`src/hw/slot_remap_pkg.sv`:
```
// Purpose: constants shared by the slot remap configuration loader
// Assumes: one 250 MHz clock, byte-serial record input
// Notes:   error codes and record header layout
package slot_remap_pkg;

  // ==========================================================================
  // record header layout and codes
  localparam logic [7:0]  HDR_LEN        = 8'h04;  // header bytes
  localparam logic [7:0]  REC_ID         = 8'hc4;  // record number 196
  localparam logic [7:0]  REC_VERSION    = 8'h04;
  localparam logic [7:0]  REC_PAD        = 8'h00;
  localparam logic [7:0]  ENTRY_ABSENT   = 8'hff;
  localparam logic [15:0] TARGET_HW_ID   = 16'h0021; // hardware id 33
  localparam logic [4:0]  CPU_SLOT       = 5'h01;

  // ==========================================================================
  // status codes returned at the end of a record write
  localparam logic [15:0] ERR_NONE       = 16'h0000;
  localparam logic [15:0] ERR_LENGTH     = 16'h80b1;
  localparam logic [15:0] ERR_NOT_ENABLE = 16'h80b5;
  localparam logic [15:0] ERR_CONTEXT    = 16'h80e2;
  localparam logic [15:0] ERR_PARAM      = 16'h80b8;

  // ==========================================================================
  // record parser states
  typedef enum logic [3:0] {
    ST_IDLE = 4'b0001,
    ST_HDR  = 4'b0010,
    ST_BODY = 4'b0100,
    ST_DONE = 4'b1000
  } parse_state_t;

  // operating phase of the controller
  typedef enum logic [2:0] {
    PH_STOP    = 3'b001,
    PH_STARTUP = 3'b010,
    PH_RUN     = 3'b100
  } phase_t;

endpackage

```
`src/hw/slot_remap_config_control.sv`:
```
// Purpose: loads, checks and keeps the slot remap record; maps io accesses
// Assumes: record bytes arrive one per recStrobe; retentive map survives
//          a restart because only reset_n clears it
// Notes:   a record is closed by recLast on its final byte
module slot_remap_config_control
  import slot_remap_pkg::*;
#(
  parameter int SLOTS = 32
) (
  input  wire logic        core_clk,
  input  wire logic        reset_n,
  input  wire logic        remapEnable,
  input  wire logic        commModulePresent,
  input  wire logic [4:0]  presetLastSlot,
  input  wire logic        startupRequest,
  input  wire logic        startupEnd,
  input  wire logic        recStart,
  input  wire logic        recStrobe,
  input  wire logic        recLast,
  input  wire logic [7:0]  recData,
  input  wire logic [15:0] recHwId,
  input  wire logic        recInStartup,
  output logic             recDone,
  output logic [15:0]      recStatus,
  output logic             loadRefused,
  output logic             running,
  output logic             ioInitialized,
  output logic             stopLogged,
  output logic             memResetPulse,
  input  wire logic        accValid,
  input  wire logic [4:0]  accCfgSlot,
  input  wire logic        accWrite,
  input  wire logic        accRecord,
  input  wire logic [31:0] accWdata,
  input  wire logic [31:0] ioRdata,
  output logic             ioValid,
  output logic [4:0]       ioRealSlot,
  output logic [31:0]      ioWdata,
  output logic [31:0]      accRdata,
  output logic             accError,
  input  wire logic        diagValid,
  input  wire logic [4:0]  diagRealSlot,
  output logic             diagOut,
  output logic [4:0]       diagCfgSlot
);

  initial begin
    if (SLOTS != 32) $error("SLOTS must be 32");
  end

  // ==========================================================================
  // record parser
  parse_state_t stQ;
  logic [7:0]   lenQ;
  logic [7:0]   idxQ;
  logic         badHdrQ;
  logic         badParQ;
  logic [SLOTS-1:0] usedQ;
  logic [7:0]   newMapQ [SLOTS];
  logic [7:0]   mapQ    [SLOTS];
  logic         validQ;
  logic         changed;
  logic [15:0]  verdict;
  logic [7:0]   entryIdx;
  logic         inLayout;

  assign entryIdx = idxQ - HDR_LEN;
  assign inLayout = (entryIdx <= {3'h0, presetLastSlot});

  // walk the bytes, checking header and entries as they pass
  always_ff @(posedge core_clk or negedge reset_n) begin
    if (!reset_n) begin
      stQ     <= ST_IDLE;
      lenQ    <= 8'h00;
      idxQ    <= 8'h00;
      badHdrQ <= 1'b0;
      badParQ <= 1'b0;
      usedQ   <= '0;
    end else if (recStart) begin
      stQ     <= ST_HDR;
      idxQ    <= 8'h00;
      badHdrQ <= 1'b0;
      badParQ <= 1'b0;
      usedQ   <= '0;
    end else if (recStrobe && (stQ == ST_HDR || stQ == ST_BODY)) begin
      idxQ <= idxQ + 8'h01;
      if (idxQ == 8'h00) lenQ <= recData;
      if ((idxQ == 8'h01 && recData != REC_ID) ||
          (idxQ == 8'h02 && recData != REC_VERSION) ||
          (idxQ == 8'h03 && recData != REC_PAD))
        badParQ <= 1'b1;
      if (idxQ >= HDR_LEN && inLayout) begin
        if (recData != ENTRY_ABSENT) begin
          if (recData >= 8'(SLOTS))
            badParQ <= 1'b1;
          else if (usedQ[recData[4:0]])
            badParQ <= 1'b1;
          else
            usedQ[recData[4:0]] <= 1'b1;
        end
        if (entryIdx[4:0] == CPU_SLOT && recData != 8'(CPU_SLOT))
          badParQ <= 1'b1;
      end
      stQ <= recLast ? ST_DONE : ST_BODY;
    end else if (stQ == ST_DONE) begin
      stQ <= ST_IDLE;
    end
  end

  // capture incoming entries into the shadow map
  always_ff @(posedge core_clk) begin
    if (recStrobe && idxQ >= HDR_LEN && inLayout)
      newMapQ[entryIdx[4:0]] <= recData;
  end

  // verdict priority: context, enable, length, parameters
  always_comb begin
    verdict = ERR_NONE;
    if (!recInStartup)
      verdict = ERR_CONTEXT;
    else if (!remapEnable)
      verdict = ERR_NOT_ENABLE;
    else if (lenQ != idxQ ||
             idxQ < HDR_LEN + 8'h01 + {3'h0, presetLastSlot})
      verdict = ERR_LENGTH;
    else if (badParQ)
      verdict = ERR_PARAM;
  end

  // record addressed elsewhere is not ours to judge
  logic forUs;
  assign forUs = (recHwId == TARGET_HW_ID);

  // compare new map to stored one over the preset layout
  always_comb begin
    changed = !validQ;
    for (int i = 0; i < SLOTS; i++) begin
      if (i <= int'(presetLastSlot) && newMapQ[i] != mapQ[i])
        changed = 1'b1;
    end
  end

  // ==========================================================================
  // retentive map: only reset_n clears it
  // keep accepted record
  always_ff @(posedge core_clk or negedge reset_n) begin
    if (!reset_n) begin
      validQ <= 1'b0;
      for (int i = 0; i < SLOTS; i++) mapQ[i] <= ENTRY_ABSENT;
    end else if (stQ == ST_DONE && forUs && verdict == ERR_NONE) begin
      validQ <= 1'b1;
      for (int i = 0; i < SLOTS; i++)
        mapQ[i] <= (i <= int'(presetLastSlot)) ? newMapQ[i] : ENTRY_ABSENT;
    end
  end

  // answer to the writer
  always_ff @(posedge core_clk or negedge reset_n) begin
    if (!reset_n) begin
      recDone   <= 1'b0;
      recStatus <= ERR_NONE;
    end else begin
      recDone <= (stQ == ST_DONE) && forUs;
      if (stQ == ST_DONE && forUs) recStatus <= verdict;
    end
  end

  // ==========================================================================
  // operating phase
  phase_t phQ;
  logic   goodThisStartQ;

  always_ff @(posedge core_clk or negedge reset_n) begin
    if (!reset_n) begin
      phQ            <= PH_STOP;
      goodThisStartQ <= 1'b0;
      loadRefused    <= 1'b0;
      ioInitialized  <= 1'b0;
      stopLogged     <= 1'b0;
      memResetPulse  <= 1'b0;
    end else begin
      memResetPulse <= 1'b0;
      stopLogged    <= 1'b0;
      loadRefused <= remapEnable && commModulePresent;
      unique case (phQ)
        PH_STOP: begin
          if (startupRequest && !(remapEnable && commModulePresent)) begin
            phQ            <= PH_STARTUP;
            goodThisStartQ <= validQ;
          end
        end
        PH_STARTUP: begin
          if (stQ == ST_DONE && forUs && verdict == ERR_NONE) begin
            goodThisStartQ <= 1'b1;
            if (changed && validQ) begin
              memResetPulse  <= 1'b1;
              goodThisStartQ <= 1'b1;
            end
          end
          if (startupEnd) begin
            if (!remapEnable || goodThisStartQ) begin
              phQ           <= PH_RUN;
              ioInitialized <= 1'b1;
            end else begin
              phQ           <= PH_STOP;
              ioInitialized <= 1'b0;
              stopLogged    <= 1'b1;
            end
          end
        end
        PH_RUN: begin
          if (startupRequest) begin
            phQ            <= PH_STARTUP;
            goodThisStartQ <= validQ;
          end
        end
      endcase
    end
  end

  assign running = (phQ == PH_RUN);

  // ==========================================================================
  // io access mapping by configured slot
  logic [7:0] realEntry;
  logic       absent;
  assign realEntry = remapEnable ? mapQ[accCfgSlot] : {3'h0, accCfgSlot};
  assign absent    = (realEntry == ENTRY_ABSENT);

  assign ioValid    = accValid && !absent;
  assign ioRealSlot = realEntry[4:0];
  assign ioWdata    = accWdata;

  always_ff @(posedge core_clk or negedge reset_n) begin
    if (!reset_n) begin
      accRdata <= 32'h0000_0000;
      accError <= 1'b0;
    end else begin
      accRdata <= absent ? 32'h0000_0000 : ioRdata;
      accError <= accValid && absent && accRecord && !accWrite;
    end
  end

  // ==========================================================================
  // diagnostics translated back to configured slots
  logic       diagHit;
  logic [4:0] diagSlot;
  always_comb begin
    diagHit  = 1'b0;
    diagSlot = 5'h00;
    for (int i = 0; i < SLOTS; i++) begin
      if (!remapEnable && diagRealSlot == 5'(i)) begin
        diagHit  = 1'b1;
        diagSlot = 5'(i);
      end else if (remapEnable && mapQ[i] == {3'h0, diagRealSlot}) begin
        diagHit  = 1'b1;
        diagSlot = 5'(i);
      end
    end
  end

  always_ff @(posedge core_clk or negedge reset_n) begin
    if (!reset_n) begin
      diagOut     <= 1'b0;
      diagCfgSlot <= 5'h00;
    end else begin
      diagOut     <= diagValid && diagHit;
      diagCfgSlot <= diagSlot;
    end
  end

  // ==========================================================================
  // checks
  a_absent_write_drop: assert property (@(posedge core_clk)
    disable iff (!reset_n) accValid && absent |-> !ioValid)
    else $error("write reached absent module");

  a_absent_read_zero: assert property (@(posedge core_clk)
    disable iff (!reset_n) absent |=> accRdata == 32'h0000_0000)
    else $error("absent read not zero");

  a_record_read_err: assert property (@(posedge core_clk)
    disable iff (!reset_n) accValid && absent && accRecord && !accWrite
    |=> accError)
    else $error("absent record read gave no error");

  a_record_write_ok: assert property (@(posedge core_clk)
    disable iff (!reset_n) accValid && accWrite |=> !accError)
    else $error("write raised error");

  a_context_code: assert property (@(posedge core_clk)
    disable iff (!reset_n) stQ == ST_DONE && forUs && !recInStartup
    |=> recDone && recStatus == ERR_CONTEXT)
    else $error("wrong context code");

  a_enable_code: assert property (@(posedge core_clk)
    disable iff (!reset_n)
    stQ == ST_DONE && forUs && recInStartup && !remapEnable
    |=> recStatus == ERR_NOT_ENABLE)
    else $error("not enabled code");

  a_startup_abort: assert property (@(posedge core_clk)
    disable iff (!reset_n)
    phQ == PH_STARTUP && startupEnd && remapEnable && !goodThisStartQ
    |=> phQ == PH_STOP && stopLogged && !ioInitialized)
    else $error("startup not aborted");

  a_comm_refuse: assert property (@(posedge core_clk)
    disable iff (!reset_n)
    phQ == PH_STOP && remapEnable && commModulePresent |=> phQ == PH_STOP)
    else $error("load with comm module");

endmodule

```
`config.mk`:
```
export PLATFORM = sky130hd
export DESIGN_NAME = slot_remap_config_control
export DESIGN_NICKNAME = d
export VERILOG_FILES = /design/src/hw/slot_remap_pkg.sv /design/src/hw/slot_remap_config_control.sv
export SDC_FILE = /design/constraint.sdc
export NUM_CORES = 1
export LEC_CHECK = 0
export BUFFER_PORTS_ARGS = -buffer_cell sky130_fd_sc_hd__buf_2
export CAP_MARGIN = 10
export CORE_UTILIZATION = 40
export CTS_BUF_LIST = sky130_fd_sc_hd__clkbuf_2
export CTS_CLUSTER_DIAMETER = 50
export DETAILED_ROUTE_END_ITERATION = 7
export MAX_ROUTING_LAYER = met4
export PLACE_DENSITY = 0.58
export SKIP_LAST_GASP = 1
export SLEW_MARGIN = 40
export SYNTH_ARGS = -nofsm -noshare
export SYNTH_HDL_FRONTEND = slang
export SYNTH_SLANG_ARGS = --single-unit
```
`constraint.sdc`:
```
create_clock -name core_clk -period 4.5 [get_ports core_clk]
set_input_delay 0.45 -clock core_clk [delete_from_list [all_inputs] [get_ports core_clk]]
set_output_delay 0.45 -clock core_clk [all_outputs]
set_load 0.05 [all_outputs]
```
Word level (Yosys, flattened, before mapping) --
Memory sizes are Yosys's and may differ from the RTL's. Cells that the tools add are included.
Cells by class: muxes and demuxes 240, bitwise logic cells 3, equal/unequal tests 118, reduce and logical (&&, ||, !) cells 137, add/subtract/negate cells 3, order comparisons 38
Operators with widths (number):
- two-way mux 5 bit | 60
- two-way mux 8 bit | 36
- != test 8 bit | 33
- == test 8 x 5 -> 1 bit | 32
- two-way mux 32 bit | 7
- two-way mux 1 bit | 120
- logical AND 1 bit | 114
- == test 5 bit (second input constant) | 16
- <= comparator 5 bit (first input constant) | 16
- two-way mux 16 bit | 4
- binary-select mux 8 bit (select 5 bit) | 1
- == test 5 x 4 -> 1 bit (second input constant) | 8
- <= comparator 4 x 5 -> 1 bit (first input constant) | 8
- bitwise OR 32 bit | 1
- == test 5 x 3 -> 1 bit (second input constant) | 4
- <= comparator 3 x 5 -> 1 bit (first input constant) | 4
- == test 16 x 6 -> 1 bit (second input constant) | 1
- == test 8 x 2 -> 1 bit (second input constant) | 2
- logical NOT 16 bit | 1
- two-way mux 4 bit | 4
- != test 8 bit (second input constant) | 2
- two-way mux 3 bit | 4
- != test 2 bit (second input constant) | 6
- == test 5 x 1 -> 1 bit (second input constant) | 2
- other kinds (39) | 53
Storage, ports and cells: bits in registers 374, RAM bits 256, bits of input ports 117, output and inout bits 99, memories 1
Memory list:
- newMapQ | depth 32, bits a word 8, rd ports 32, clocked after Yosys merged registers in 0, write ports 1, line slot_remap_config_control.sv:59 | logic [7:0] newMapQ [SLOTS];

Logic depth before layout (Yosys ltp) --
depth in word-level cells 67, depth in mapped cells 14, mapped depth without buffers 12

Worst setup path before layout --
OpenSTA, ideal clock, no wires.
path type input -> output, from input accCfgSlot[0], to output ioValid, data arrival time 3.087 ns, required time 4.050 ns, cell stages on the path 10, buffers on the path 2, setup slack 0.963 ns, path through buf_4 -> buf_4 -> mux4_2 -> mux2_2 -> nand2_1 -> o21ai_0 -> nand2_1 -> o221ai_1 -> nand3_2 -> and2_1
Between the ends: longest elaborated chain between the ends 8
Ends and longest elaborated chain:
- start: declaration | line slot_remap_config_control.sv:31 | input wire logic [4:0] accCfgSlot,
- inverter 5 -> 6 bit (implied by the code) | line slot_remap_config_control.sv:227 | assign realEntry = remapEnable ? mapQ[accCfgSlot] : {3'h0, accCfgSlot};
- binary-select mux 8 bit (select 5 bit) | line slot_remap_config_control.sv:227
- two-way mux 8 bit (implied by the code) (2 in a row) | line slot_remap_config_control.sv:227
- two-way mux 8 bit * | line slot_remap_config_control.sv:227
- via ioRealSlot[0] | line slot_remap_config_control.sv:37 | output logic [4:0] ioRealSlot,
- == test 8 bit * | line slot_remap_config_control.sv:228 | assign absent = (realEntry == ENTRY_ABSENT);
- logical NOT 1 bit * | line slot_remap_config_control.sv:230 | assign ioValid = accValid && !absent;
- logical AND 1 bit * | line slot_remap_config_control.sv:230
- end: declaration | line slot_remap_config_control.sv:36 | output logic ioValid,
Mark *: on every way through the listed nets, which the timed path passes. The rest lies on a longest branch. The select of a mux whose other input is x is not followed.

Worst setup path in the final report --
from register mapQ[65] in the netlist's numbering, to output ioValid
Between the ends: longest elaborated chain between the ends 7
Ends and longest elaborated chain:
- start: declaration | line slot_remap_config_control.sv:60 | logic [7:0] mapQ [SLOTS];
- start signal: indexed assignment | line slot_remap_config_control.sv:153 | mapQ[i] <= (i <= int'(presetLastSlot)) ? newMapQ[i] : ENTRY_ABSENT;
- binary-select mux 8 bit (select 5 bit) | line slot_remap_config_control.sv:227
- two-way mux 8 bit (implied by the code) (2 in a row) | line slot_remap_config_control.sv:227
- two-way mux 8 bit | line slot_remap_config_control.sv:227
- == test 8 bit | line slot_remap_config_control.sv:228
- logical NOT 1 bit | line slot_remap_config_control.sv:230
- logical AND 1 bit | line slot_remap_config_control.sv:230
Every way passes these cells. The select of a mux whose other input is x is not followed.

==> run summary <==
status: finished, final reports clean
postcts setup bufs: 0
most frequent cells after synthesis: 623 x nor2_1, 331 x a21oi_1, 307 x xor2_1
global route total overflow: 0
worst-path fanout max: 4
Setup crit start kind: flop
top-area cell type share of the netlist area: 24.49%
Die X: 282.1 microns
flops & latches, synth: 620
Die Ht: 282.1 microns
syn_area_per_cell: 10.91 sq um
most common cell in the netlist: nor2_1
leakage: 14.69 nW
later-pin clock latency in the skew report: 1450 ps
sequential share of the synthesized area: 54.54%
Main synth FF type: dfstp_2
Layout Cells excl Fill: 4444
period utilization: 96.30%
worst r2r dst: usedQ[30]$_DFFE_PN0P_
post-route core utilization: 46.81%
fmax: 230.8 MHz
Slew Viols, Final: 0
worst min-delay path startpoint: recStart
port buffer count: 144
CTS Sinks: 620
maxcap violations: 0
WL final: 100.7 mm
final hold slack: 60.61 ps
# rows: 102
CP endpoint kind: primary output
Post-synth EDFFs: 256
area grow syn2layout: 15.73%
Hold Path Class: input pin to flop
fraction of layout cells with a size suffix above 1: 26.13%
first-pass GRT wire length: 150.7 mm
# IOs: 216
min Tclk post-route: 4334 ps
CTS max path bufs: 3
setup TNS: 0 ps
Place WS: 588.2 ps
post-synth top area cell: edfxtp_1
fin worst setup slack: 166.3 ps
synthesized area: 31390 sq um
Pwr Total: 11.44 mW
VDD IR-drop max: 0.0002452 V
Clock Skew: 115.9 ps
kind of critical path: flop to primary output
average wire per standard cell: 22.67 microns
drt first pass iters: 8
worst r2r src: idxQ[2]$_DFFE_PN0N_
via count: 24280
CTS H-Tree Depth: 4
Post-synth ARST share: 58.71%
Worst R2R Path Depth: 15
Final ANT Viol Nets: 0
clk root buf: clkbuf_2
Worst Hold Endpoint: idxQ[4]$_DFFE_PN0N_
core area: 77590 sq um
critical path data required time: 4050 ps
drc violations: 0
TritonCTS clock tree: built
design area: 36320 sq um
relative slew slack: 34.58%
Crit path arrival time: 3880 ps
Distinct cells, synth: 78
placed insts: 3989
gr usage total: 26.40%
Final Hold Fails: 0
pin count of the biggest net entering global routing: 104
Die Area: 79590 sq um
cts bufs inserted: 168
PwrDens: 315.0 nW/um^2
CTS clock-pin slew for the worst setup and hold paths: 110 ps
cell count after synthesis: 2878
reg-to-reg setup timing slack: 330 ps
Starting Density: 40.45%
measured slew at the worst slew-check pin: 981.4 ps
Final #Nets: 3385
Hold Path Depth: 3
vias in the first global route: 24380
Post-Place Cell Area: 33360 sq um
routability cong.: 0.9854
synth top area cells: edfxtp_1 24%, dfstp_2 22%, xor2_1 8.6%, dfrtp_1 8.5%, nor2_1 7.5%
DRT iter0 DRCs: 2348
post-DR vias/cell: 5.464
Final setup violation count: 0
Detailed Place HPWL: 67.18 mm
YS warnings: 0
initial antenna violation count: 7
[layout make-up]
type / instances / area, sq um
antenna: 13 / 32.53
clock inverter: 65 / 349.1
tap: 1040 / 1301
sequential: 620 / 17120
inverter: 25 / 93.84
fill: 7227 / 41270
clock buffer: 250 / 1251
multi-input combinational: 2062 / 13280
timing repair buffer: 369 / 2893
[where the power goes]
part	switching, mW	total (mW)	internal [mW]
Combinational	0.830	1.26	0.430
Clock	2.49	4.12	1.64
Sequential	0.0667	6.06	5.99
[cell usage in the layout, fill, tap and decap left out, types with 58 or more instances in the layout]
cell           Yosys  routed
nor2_1           623     623
a21oi_1          331     330
xor2_1           307     307
dfstp_2          258     258
edfxtp_1         256     256
clkbuf_2           0     250
buf_2             85     138
xnor2_1          127     127
dlygate4sd3_1      0     126
dfrtp_1          106     105
buf_4             48      93
nor4_1            90      89
nand2_1           85      85
mux4_2            58      58
[worst max-delay path by stage]
stage / start / end
4_1_cts: mapQ[61]$_DFFE_PN1P_ / ioValid
5_1_grt: mapQ[212]$_DFFE_PN1P_ / ioValid
3_5_place_dp: presetLastSlot[4] / mapQ[119]$_DFFE_PN1P_
3_3_place_gp: presetLastSlot[0] / memResetPulse$_DFF_PN0_
6_report: mapQ[65]$_DFFE_PN1P_ / ioValid
2_1_floorplan: accCfgSlot[0] / ioValid
[what timing repair did]
| action | 4_1_cts | 5_1_grt |
|---|---|---|
| resized for setup | 1 | 5 |
| pin swaps | 0 | 3 |
| endpoints found under the hold margin | 1103 | 0 |
| hold buffers | 127 | 0 |
| setup endpoints to repair | 1 | 2 |
[cell families (layout without fill, tap and decap cells)]
| family | after synthesis | count (layout) | share of synthesized area (%) |
|---|---|---|---|
| AOI/OAI and AO/OA | 454 | 454 | 8.009 |
| xor gates and xnor gates | 434 | 434 | 12.11 |
| adders and majority gates | 22 | 22 | 0.8770 |
| buffers and inverters | 202 | 709 | 3.460 |
| DFF | 620 | 620 | 54.54 |
| muxes | 93 | 93 | 5.370 |
| other | 1 | 20 | 0.01195 |
| and+or+nand+nor | 1052 | 1052 | 15.62 |
[critical path: stages, from the launching register on]
cell      delay (ps)
dfstp_2          410
mux4_2           470
mux2_2           280
o21ai_0          390
o211ai_1         160
and2_1           180
nand3_2          150
and2_1           140
buf_2            250
[layer usage]
layer  vias up  global-route usage, %  part of all wire [%]
li1      10910                      -                     -
met5         -                      -                     0
met1     11970                  33.31                    41
met3       247                  5.327                   8.1
met4         0                  11.04                   3.8
met2      1151                  41.36                    47
[state kept, by name, indices dropped and copies added (netlist names), 3 cells and up]
register,cells
accRdata,32
diagCfgSlot,5
idxQ,8
lenQ,8
mapQ,256
newMapQ,256
phQ,3
recStatus,6
stQ,4
usedQ,32
Note: power is estimated with default switching activity, not from simulation.
